$ cat src/hdl/cca_pkg.sv
package cca_pkg;
  // Register offsets on the host register port
  localparam logic [7:0] STRONG_SIGNAL_LIMIT_OFS   = 8'h12;
  localparam logic [7:0] BUSY_THRESHOLD_OFS        = 8'h13;
  localparam logic [7:0] ASSESSMENT_CONTROL_OFS    = 8'h15;
  localparam logic [7:0] ENERGY_RESULT_OFS         = 8'h16;
  localparam logic [7:0] QUIET_HOLD_LOW_OFS        = 8'h17;
  localparam logic [7:0] QUIET_HOLD_HIGH_OFS       = 8'h18;
  localparam logic [7:0] PACKET_OPTION_SETUP_OFS   = 8'h45;
  localparam logic [7:0] AUTO_REPLY_SETUP_OFS      = 8'h55;
  localparam logic [7:0] ADDRESS_FILTER_CONTROL_OFS = 8'h60;

  // Fields of assessment_control
  localparam int REPLY_ASSESSMENT_ENABLE_BIT = 7;
  localparam int REPEAT_RUN_HALT_BIT         = 6;
  localparam int REPEAT_RUN_SELECT_BIT       = 5;
  localparam int ASSESSMENT_ENABLE_BIT       = 4;
  localparam int IDLE_HUNT_SELECT_BIT        = 3;
  localparam int ASSESSMENT_FINISHED_BIT     = 2;
  localparam int VERDICT_HI_BIT              = 1;
  localparam int VERDICT_LO_BIT              = 0;

  // Other fields
  localparam int AUTO_ACK_ENABLE_BIT     = 4;
  localparam int MISMATCH_IDLE_HUNT_BIT  = 0;
  localparam int FILTER_ENABLE_HI_BIT    = 4;
  localparam int QUIET_HOLD_HIGH_HI_BIT  = 1;

  localparam logic [7:0] REG_RESET = 8'h00;

  typedef enum logic [1:0] {
    CCA_VERDICT_IDLE    = 2'h0,
    CCA_VERDICT_BUSY    = 2'h1,
    CCA_VERDICT_BLOCKED = 2'h3
  } cca_verdict_t;

  typedef enum {CCA_MODE_NORMAL, CCA_MODE_CONTINUOUS, CCA_MODE_IDLE_HUNT} cca_mode_t;
  typedef enum {CCA_ST_STOPPED, CCA_ST_RUNNING} cca_state_t;
endpackage

$ cat src/hdl/cca_clear_channel.sv
// Notes on behaviour
// RQ1 - Three modes chosen by enable, hunt, repeat bits
// RQ2 - Receive-on with enable only starts normal mode
// RQ3 - Average above threshold gives BUSY, code 01
// RQ4 - Quiet for hold period gives IDLE, code 00
// RQ5 - Normal verdict sets finished and raises interrupt
// RQ6 - Normal verdict clears enable bit by itself
// RQ7 - Interrupt clear resets verdict to 00
// RQ8 - Host reads verdict before clearing interrupt
// RQ9 - Strong sample in window blocks IDLE
// RQ10 - Blocked window still allows BUSY verdict
// RQ11 - Blocked and below threshold shows code 11
// RQ12 - Blocked run continues until BUSY or IDLE
// RQ13 - Address mismatch with filter starts idle hunt
// RQ14 - Verdicts use averaged energy, readable by host
// RQ15 - Auto reply with assessment hunts idle first
// RQ16 - Continuous mode updates always, stops on halt
// RQ17 - Idle hunt finishes only on IDLE, clears bits
// RQ18 - Average equal to threshold is not busy
`timescale 1ns/100ps
module cca_clear_channel #(
  parameter int AVG_SHIFT = 3
) (
  input  wire logic       mclk,
  input  wire logic       rst_n,
  input  wire logic [7:0] regAddr,
  input  wire logic [7:0] regWrData,
  input  wire logic       regWrEn,
  input  wire logic       regRdEn,
  output logic      [7:0] regRdData,
  input  wire logic       rxOnCmd,
  input  wire logic       ackTxRequest,
  input  wire logic       addrMismatch,
  input  wire logic       sampleValid,
  input  wire logic [7:0] energySample,
  input  wire logic       completeIrqClear,
  output logic            completeIrq,
  output logic            assessRunning,
  output logic      [1:0] assessmentVerdict
);
  import cca_pkg::*;

  localparam int DEPTH = 1 << AVG_SHIFT;
  localparam int SUMW  = 8 + AVG_SHIFT;

  typedef struct packed {
    logic [7:0]              strongLimit;
    logic [7:0]              busyThreshold;
    logic                    replyEnable;
    logic                    repeatSelect;
    logic                    enable;
    logic                    idleHunt;
    logic                    finished;
    logic [1:0]              verdict;
    logic [7:0]              energyResult;
    logic [9:0]              quietHold;
    logic [7:0]              packetOption;
    logic [7:0]              autoReply;
    logic [7:0]              filterControl;
    logic [DEPTH-1:0][7:0]   window;
    logic [DEPTH-1:0]        strongMark;
    logic [SUMW-1:0]         sum;
    logic [AVG_SHIFT:0]      fillCnt;
    logic [9:0]              quietCnt;
    cca_state_t              state;
    cca_mode_t               mode;
    logic                    irq;
    logic [7:0]              rdData;
  } cca_regs_t;

  cca_regs_t st_reg;
  cca_regs_t st_next;

  function automatic logic [7:0] avgOf(input logic [SUMW-1:0] s);
    avgOf = s[SUMW-1:AVG_SHIFT];
  endfunction

  function automatic logic [7:0] controlView(input cca_regs_t s);
    controlView = {s.replyEnable, 1'b0, s.repeatSelect, s.enable,
                   s.idleHunt, s.finished, s.verdict};
  endfunction

  always_comb begin
    logic [SUMW-1:0] newSum;
    logic [7:0]      newAvg;
    logic            blocked;
    logic            isBusy;
    logic            quietDone;
    logic            startHunt;
    newSum    = '0;
    newAvg    = '0;
    blocked   = 1'b0;
    isBusy    = 1'b0;
    quietDone = 1'b0;
    startHunt = 1'b0;
    st_next     = st_reg;
    st_next.irq = 1'b0;

    if (regRdEn) begin
      unique case (regAddr)
        STRONG_SIGNAL_LIMIT_OFS:    st_next.rdData = st_reg.strongLimit;
        BUSY_THRESHOLD_OFS:         st_next.rdData = st_reg.busyThreshold;
        ASSESSMENT_CONTROL_OFS:     st_next.rdData = controlView(st_reg);
        ENERGY_RESULT_OFS:          st_next.rdData = st_reg.energyResult; // RQ14
        QUIET_HOLD_LOW_OFS:         st_next.rdData = st_reg.quietHold[7:0];
        QUIET_HOLD_HIGH_OFS:        st_next.rdData = {6'h00, st_reg.quietHold[9:8]};
        PACKET_OPTION_SETUP_OFS:    st_next.rdData = st_reg.packetOption;
        AUTO_REPLY_SETUP_OFS:       st_next.rdData = st_reg.autoReply;
        ADDRESS_FILTER_CONTROL_OFS: st_next.rdData = st_reg.filterControl;
        default:                    st_next.rdData = REG_RESET;
      endcase
    end

    if (regWrEn) begin
      unique case (regAddr)
        STRONG_SIGNAL_LIMIT_OFS:    st_next.strongLimit   = regWrData;
        BUSY_THRESHOLD_OFS:         st_next.busyThreshold = regWrData;
        QUIET_HOLD_LOW_OFS:         st_next.quietHold[7:0] = regWrData;
        QUIET_HOLD_HIGH_OFS:
          st_next.quietHold[9:8] = regWrData[QUIET_HOLD_HIGH_HI_BIT:0];
        PACKET_OPTION_SETUP_OFS:    st_next.packetOption  = regWrData;
        AUTO_REPLY_SETUP_OFS:       st_next.autoReply     = regWrData;
        ADDRESS_FILTER_CONTROL_OFS: st_next.filterControl = regWrData;
        ASSESSMENT_CONTROL_OFS: begin
          // Mode bits are only taken while stopped so a run never changes mode midway
          st_next.replyEnable = regWrData[REPLY_ASSESSMENT_ENABLE_BIT];
          if (st_reg.state == CCA_ST_STOPPED) begin
            st_next.repeatSelect = regWrData[REPEAT_RUN_SELECT_BIT];
            st_next.enable       = regWrData[ASSESSMENT_ENABLE_BIT];
            st_next.idleHunt     = regWrData[IDLE_HUNT_SELECT_BIT];
          end
          if (regWrData[REPEAT_RUN_HALT_BIT] && st_reg.mode == CCA_MODE_CONTINUOUS) begin
            st_next.state  = CCA_ST_STOPPED; // RQ16
            st_next.enable = 1'b0;
          end
        end
        default: ;
      endcase
    end

    // Verdict clear comes first so a verdict landing the same cycle survives
    if (completeIrqClear) begin
      st_next.verdict  = CCA_VERDICT_IDLE; // RQ7
      st_next.finished = 1'b0;
    end

    startHunt = (st_reg.autoReply[AUTO_ACK_ENABLE_BIT] && st_reg.replyEnable
                 && ackTxRequest) // RQ15
             || ((|st_reg.filterControl[FILTER_ENABLE_HI_BIT:0])
                 && st_reg.packetOption[MISMATCH_IDLE_HUNT_BIT] && addrMismatch); // RQ13

    if (st_reg.state == CCA_ST_STOPPED && (startHunt || (rxOnCmd && st_reg.enable))) begin
      st_next.state    = CCA_ST_RUNNING;
      st_next.fillCnt  = '0;
      st_next.quietCnt = '0;
      st_next.finished = 1'b0;
      if (startHunt) begin
        st_next.mode = CCA_MODE_IDLE_HUNT;
      end else if (st_reg.idleHunt && !st_reg.repeatSelect) begin
        st_next.mode = CCA_MODE_IDLE_HUNT; // RQ1
      end else if (st_reg.repeatSelect && !st_reg.idleHunt) begin
        st_next.mode = CCA_MODE_CONTINUOUS; // RQ1
      end else begin
        st_next.mode = CCA_MODE_NORMAL; // RQ2
      end
    end

    if (sampleValid) begin
      newSum = st_reg.sum + SUMW'(energySample) - SUMW'(st_reg.window[DEPTH-1]);
      newAvg = avgOf(newSum);
      st_next.sum        = newSum;
      st_next.window     = {st_reg.window[DEPTH-2:0], energySample};
      st_next.strongMark = {st_reg.strongMark[DEPTH-2:0],
                            energySample > st_reg.strongLimit};
      st_next.energyResult = newAvg; // RQ14
      blocked = |st_next.strongMark; // RQ9
      isBusy  = newAvg > st_reg.busyThreshold; // RQ18

      if (st_reg.state == CCA_ST_RUNNING) begin
        // No verdict until the window holds samples of this run only
        if (st_reg.fillCnt != (AVG_SHIFT+1)'(DEPTH)) begin
          st_next.fillCnt = st_reg.fillCnt + 1'b1;
        end
        if (isBusy) begin
          st_next.quietCnt = '0;
        end else if (st_reg.quietCnt != '1) begin
          st_next.quietCnt = st_reg.quietCnt + 1'b1;
        end
        quietDone = st_reg.quietCnt >= st_reg.quietHold; // RQ4
        // This sample completes the window once DEPTH-1 earlier run samples are in
        if (st_reg.fillCnt >= (AVG_SHIFT+1)'(DEPTH - 1)) begin
          if (isBusy) begin
            st_next.verdict = CCA_VERDICT_BUSY; // RQ3 RQ10
            if (st_reg.mode == CCA_MODE_NORMAL) begin
              st_next.finished = 1'b1; // RQ5
              st_next.irq      = 1'b1;
              st_next.enable   = 1'b0; // RQ6
              st_next.state    = CCA_ST_STOPPED;
            end
          end else if (blocked) begin
            st_next.verdict = CCA_VERDICT_BLOCKED; // RQ11 RQ12
          end else if (quietDone) begin
            st_next.verdict = CCA_VERDICT_IDLE; // RQ4
            if (st_reg.mode != CCA_MODE_CONTINUOUS) begin
              st_next.finished = 1'b1; // RQ5 RQ17
              st_next.irq      = 1'b1;
              st_next.enable   = 1'b0; // RQ6 RQ17
              st_next.state    = CCA_ST_STOPPED;
              if (st_reg.mode == CCA_MODE_IDLE_HUNT) begin
                st_next.idleHunt = 1'b0; // RQ17
              end
            end
          end
        end
      end
    end
  end

  always_ff @(posedge mclk) begin
    if (!rst_n) begin
      st_reg       <= '0;
      st_reg.state <= CCA_ST_STOPPED;
      st_reg.mode  <= CCA_MODE_NORMAL;
    end else begin
      st_reg <= st_next;
    end
  end

  assign regRdData         = st_reg.rdData;
  assign completeIrq       = st_reg.irq;
  assign assessRunning     = st_reg.state == CCA_ST_RUNNING;
  assign assessmentVerdict = st_reg.verdict;
endmodule

$ cat config.mk
export PLATFORM = sky130hd
export DESIGN_NAME = cca_clear_channel
export DESIGN_NICKNAME = d
export VERILOG_FILES = /design/src/hdl/cca_pkg.sv /design/src/hdl/cca_clear_channel.sv
export SDC_FILE = /design/constraint.sdc
export NUM_CORES = 1
export LEC_CHECK = 0
export BUFFER_PORTS_ARGS = -buffer_cell sky130_fd_sc_hd__buf_2
export CELL_PAD_IN_SITES_DETAIL_PLACEMENT = 0
export CELL_PAD_IN_SITES_GLOBAL_PLACEMENT = 1
export CORE_MARGIN = 10
export CORE_UTILIZATION = 40
export DETAILED_ROUTE_END_ITERATION = 8
export PLACE_DENSITY_LB_ADDON = 0.08
export SLEW_MARGIN = 25
export SYNTH_ARGS = -nofsm -noshare
export SYNTH_HDL_FRONTEND = slang
export SYNTH_SLANG_ARGS = --single-unit
export TNS_END_PERCENT = 1
$ cat constraint.sdc
create_clock -name mclk -period 7.22 [get_ports mclk]
set_input_delay 0.722 -clock mclk [delete_from_list [all_inputs] [get_ports mclk]]
set_output_delay 0.722 -clock mclk [all_outputs]
set_load 0.1 [all_outputs]
# --- Word level (Yosys, flattened, before mapping) ---
# Index checks and enable logic that the tools add are counted.
totals:
  register_bits: 234
  output_inout_bits: 12
  inputBits: 33
  word_cells: 123
op_classes:
  mux: 43
  n_eq_ne: 15
  magnitude_cmp: 4
  n_reduce_logical: 27
  add_sub_neg: 4
ops:
  columns: ["op", "n"]
  rows:
  - ["two-way mux 32 bit", 9]
  - ["two-way mux 46 bit", 2]
  - ["two-way mux 78 bit", 1]
  - ["case mux 8 bit (9 select lines)", 1]
  - ["equality test 32 x 2 -> 1 bit (second input constant)", 2]
  - ["zero test 32 bit", 2]
  - ["equality test 8 x 5 -> 1 bit (second input constant)", 6]
  - ["equality test 32 x 3 -> 1 bit (second input constant)", 1]
  - ["!= test 32 x 2 -> 1 bit (second input constant)", 1]
  - ["equality test 8 x 7 -> 1 bit (second input constant)", 3]
  - ["two-way mux 10 bit", 2]
  - ["greater-than comparator 8 bit", 2]
  - ["AND reduction 2 bit", 8]
  - ["two-way mux 5 bit", 3]
  - ["two-way mux 1 bit", 13]
  - ["two-way mux 13 bit", 1]
  - ["two-way mux 2 bit", 6]
  - ["two-way mux 3 bit", 4]
  - ["adder 11 x 8 -> 11 bit", 1]
  - ["subtractor 11 x 8 -> 11 bit", 1]
  - ["adder 10 x 1 -> 10 bit (second input constant)", 1]
  - [">= comparator 10 bit", 1]
  - ["!= test 10 bit (second input constant)", 1]
  - ["logical AND 1 bit", 9]
  - ["10 further kinds", 12]

# --- Depth between registers and ports, before layout ---
depth:
  word_depth: 14
  ltp_mapped: 19

# --- Worst setup path after synthesis ---
# No wires, ideal clock.
synth_timing:
  kind: "input to register"
  startpoint: "in energySample[1]"
  endpoint: "reg st_reg[41] (netlist bit)"
  arrival_time_ns: 4.335
  n_path_buf: 0
  slack_ns: 2.805
  setup_time_ns: 0.079
  cell_stages: 16
  t_required_ns: 7.141
  path_cell_list: "inv_1 fa_1 inv_1 ha_1 a211o_1 a21oi_1 o22ai_1 o41ai_1 xnor2_1 ha_1 and4_1 and3_1 a211oi_2 nor4_4 a41o_1 a211oi_2"
synth_between:
  elab_chain_len: 7
  word_cells_on_any_way: 10
synth_rtl:
  columns: ["item", "line_no", "source"]
  rows:
  - ["start, declared", "cca_clear_channel.sv:35", "input wire logic [7:0] energySample,"]
  - ["adder 11 x 8 -> 11 bit / greater-than comparator 8 bit (equally long branches)", "cca_clear_channel.sv:169, cca_clear_channel.sv:174", null]
  - ["subtractor 11 x 8 -> 11 bit / OR reduction 8 bit (equally long branches)", "cca_clear_channel.sv:169, cca_clear_channel.sv:176", null]
  - ["greater-than comparator 8 bit / two-way mux 32 bit (equally long branches)", "cca_clear_channel.sv:177, cca_clear_channel.sv:200", null]
  - ["two-way mux 32 bit *", "cca_clear_channel.sv:192", "if (isBusy) begin"]
  - ["two-way mux 32 bit *", "cca_clear_channel.sv:191", "if (st_reg.fillCnt >= (AVG_SHIFT+1)'(DEPTH - 1)) begin"]
  - ["two-way mux 46 bit *", "cca_clear_channel.sv:179", "if (st_reg.state == CCA_ST_RUNNING) begin"]
  - ["two-way mux 46 bit *", "cca_clear_channel.sv:168", "if (sampleValid) begin"]
  - ["end signal, assigned", "cca_clear_channel.sv:225", "st_reg <= st_next;"]
  - ["end, declared", "cca_clear_channel.sv:71", "cca_regs_t st_reg;"]
# Every way passes the cells marked *; elsewhere a longest branch is shown, timed or not.
# A chain may end at the register's enable or synchronous reset.

# --- Worst setup path after layout ---
# Same ends and word-level chain as after synthesis.

==> impl_metrics.py <==
metrics = {
    "power_and_ir_drop": {
        "power_frac_clock_pct": 32.5,
        "power.density_nw_per_um2": 274,
        "ir_worst_vdd_mv": 0.196,
        "power.internal_w": 0.00189,
        "p_sw_w": 0.000929,
        "p_sw_share_pct": 33.0,
        "p_leak_nw": 4.33,
        "power_frac_comb_pct": 27.3,
        "power_frac_seq_pct": 40.2,
    },
    "yosys": {
        "syn-num-nets": 1102,
        "synth_edf_count": 0,
        "synth_ff_type": "dfxtp_1",
        "synth_seq_area_share_pct": 41.6,
        "synth_cell_types": 84,
        "avgSynthCellArea_um2": 9.24,
        "synth_most_common_cell": "dfxtp_1",
        "async_flop_share_pct": 0,
        "syn_area_um2": 9430,
        "synth_commonest_cells": "196 x dfxtp_1, 124 x nor2_1, 108 x mux2i_1",
        "ys_seq_elements": 196,
        "postSynthCellCount": 1021,
        "yosysTopAreaCell": "dfxtp_1",
        "ys_warn_count": 0,
        "yosysTopAreaCellShare_pct": 41.6,
        "synth.area.top_cells": "dfxtp_1 42%, mux2i_1 11%, ha_1 5.3%",
    },
    "grt": {
        "grt_max_degree": 56,
        "grt.overflow.total": 0,
        "grt_pass1_wl_um": 37200,
        "grt_use_total_pct": 15.1,
        "grt_pass1_vias": 6681,
        "antenna_found_initial": 0,
    },
    "clock_network": {
        "clk_latency_ns": 0.44,
        "cts_buffer_depth": 2,
        "clkTransAtPathRegs_ns": 0.08,
        "htreeDepth": 4,
        "ctsRootBufferMaster": "clkbuf_16",
        "post-cts-setup-buffer-count": 0,
        "cts-buffers-inserted": 17,
        "cts_hold_buf": 0,
        "cts_tree": "done",
        "cts_resized": 0,
        "cts.sinks": 196,
    },
    "finish": {
        "layout-drive-gt1-share_pct": 10.9,
        "nNetsFinal": 1105,
        "num_antenna_cells": 0,
        "final_util_pct": 44.1,
        "largest_reg_flops": 185,
        "finalInstanceArea_um2": 10300,
        "n_fill_cell": 2342,
        "area_growth_pct": 9.09,
    },
    "timing": {
        "clock.fmax_mhz": 211,
        "final-hold-violation-count": 0,
        "rsz0062_at_grt": "no",
        "period_minus_slack_ns": 4.74,
        "fin_setup_tns_ns": 0,
        "whs_ns": 0.454,
        "worst_pin_slew_ns": 0.841,
        "min_period_over_period_pct": 65.6,
        "slew_violations": 0,
        "slew_headroom_pct": 43.8,
        "finalSetupViolations": 0,
        "skew_ns": 0.0121,
    },
    "floorplan": {
        "design.core.area_um2": 23300,
        "dieWidth_um": 174,
        "io_pins": 45,
        "num_rows": 56,
        "start_util_pct": 40.4,
        "die_area_um2": 30100,
        "dieHeight_um": 174,
    },
    "detailed_routing": {
        "ant_nets": 0,
        "wl_per_cell_um": 16.6,
        "routed_via_density": 5.10,
        "num_vias": 6915,
        "initialDrtViolationCount": 429,
        "firstDrtPassIters": 5,
        "drc_errors": 0,
        "totalWireLength_um": 22600,
    },
    "worst_setup_path": {
        "cp-start-kind": "primary input",
        "required_ns": 7.58,
        "crit_type": "in2reg",
        "cp-end-kind": "flop",
        "arrival_ns": 5.10,
        "worst-path-max-fanout": 8,
    },
    "run": {
        "drv_cap": 0,
    },
    "worst_hold_path": {
        "min_path_type": "reg2reg",
    },
    "place": {
        "gp_congestion": 0.793,
        "dpl-instance-area_um2": 9730,
        "io_buffers": 44,
        "hpwl_um": 16000,
    },
    "outcome": {
        "outcome": "completed",
    },
}
-- area by class of cell --
type / count / area [um^2] / area share [%]
clock buffer: 18 / 439 / 4.27
tap: 319 / 399 / 3.88
sequential: 196 / 3920 / 38.1
inverter: 70 / 265 / 2.58
multi-input combinational: 691 / 4890 / 47.5
clock inverter: 13 / 119 / 1.16
timing repair buffer: 48 / 253 / 2.46
-- cell usage in the layout, fill, tap and decap left out, types with 3 or more instances in the layout --
master,synthesis,final
fa_1,8,8
a21o_1,6,6
a211oi_1,3,3
buf_2,15,43
and2_1,36,36
and4_1,6,6
nand4_1,7,7
nand3_1,41,41
nor2_1,124,124
a21oi_1,51,51
clkbuf_16,0,17
clkinv_4,0,5
inv_8,0,3
o21a_1,4,4
nor3_1,15,15
and3_1,13,13
and4b_1,3,3
nand4b_1,5,5
nor2b_1,5,5
dfxtp_1,196,196
xnor2_1,6,6
nand2_1,83,83
mux4_2,7,7
mux2i_1,108,108
nand2b_1,8,8
a311oi_1,3,3
o21ai_0,27,27
a31oi_1,4,4
nor4_1,7,7
inv_6,0,3
buf_4,10,5
ha_1,40,40
a222oi_1,6,6
nand3b_1,3,3
inv_1,69,68
-- final timing paths --
check	cells after the start	endpoint	slack (ns)	startpoint
worst min register to register	2	regRdData[3]	0.45	regRdData[3]
worst max register to register	19	st_reg[41]	2.57	st_reg[87]
worst max-delay path	17	st_reg[41]	2.48	energySample[1]
worst min-delay path	2	regRdData[3]	0.45	regRdData[3]
-- kinds of logic (layout without fill, tap and decap cells) --
kind of cell / Yosys count / after routing / share of synthesized area, %
muxes: 116 / 116 / 13.3
and+or+nand+nor: 376 / 376 / 20.1
DFF: 196 / 196 / 41.6
AOI/OAI and AO/OA: 142 / 142 / 10.5
xor gates and xnor gates: 9 / 9 / 0.982
buffers and inverters: 134 / 149 / 6.56
adders and majority gates: 48 / 48 / 7.01
-- per-layer routing --
| metal | GRT usage (%) | up-vias | share of wire [%] |
|---|---|---|---|
| met5 | 0 | - | 0 |
| li1 | - | 3553 | - |
| met1 | 21.2 | 3267 | 51 |
| met3 | 3.03 | 15 | 2.9 |
| met2 | 23.5 | 80 | 45 |
| met4 | 3.31 | 0 | 0.78 |
-- stage by stage --
stage | setup slack [ns] | total power, W | instances
after global routing | 2.17 | 0.00300 | 1355
after detailed placement | 2.08 | 0.00193 | 1324
after floorplan | 2.81 | 0.00175 | 1021
after CTS | 2.50 | 0.00286 | 1355
final | 2.48 | 0.00282 | 1355
after global placement | 2.15 | 0.00192 | 1324
-- critical path: stages --
cell and delay [ns]:
buf_2 0.11, inv_1 0.06, fa_1 0.56, inv_1 0.05, ha_1 0.28, a211o_1 0.30
a21oi_1 0.23, o22ai_1 0.14, o41ai_1 0.49, xnor2_1 0.19, ha_1 0.28, and4_1 0.20
and3_1 0.19, a211oi_2 0.66, nor4_4 0.14, a41o_1 0.30, a211oi_2 0.18
-- power groups by stage --
stage	Combinational, W	Sequential [W]	Clock [W]
after CTS	0.000777	0.00113	0.000952
after global routing	0.000871	0.00114	0.000990
final	0.000771	0.00113	0.000915
after global placement	0.000764	0.00116	0
after detailed placement	0.000770	0.00116	0
after floorplan	0.000602	0.00114	0
No activity file was read; power rests on OpenSTA's default activity.
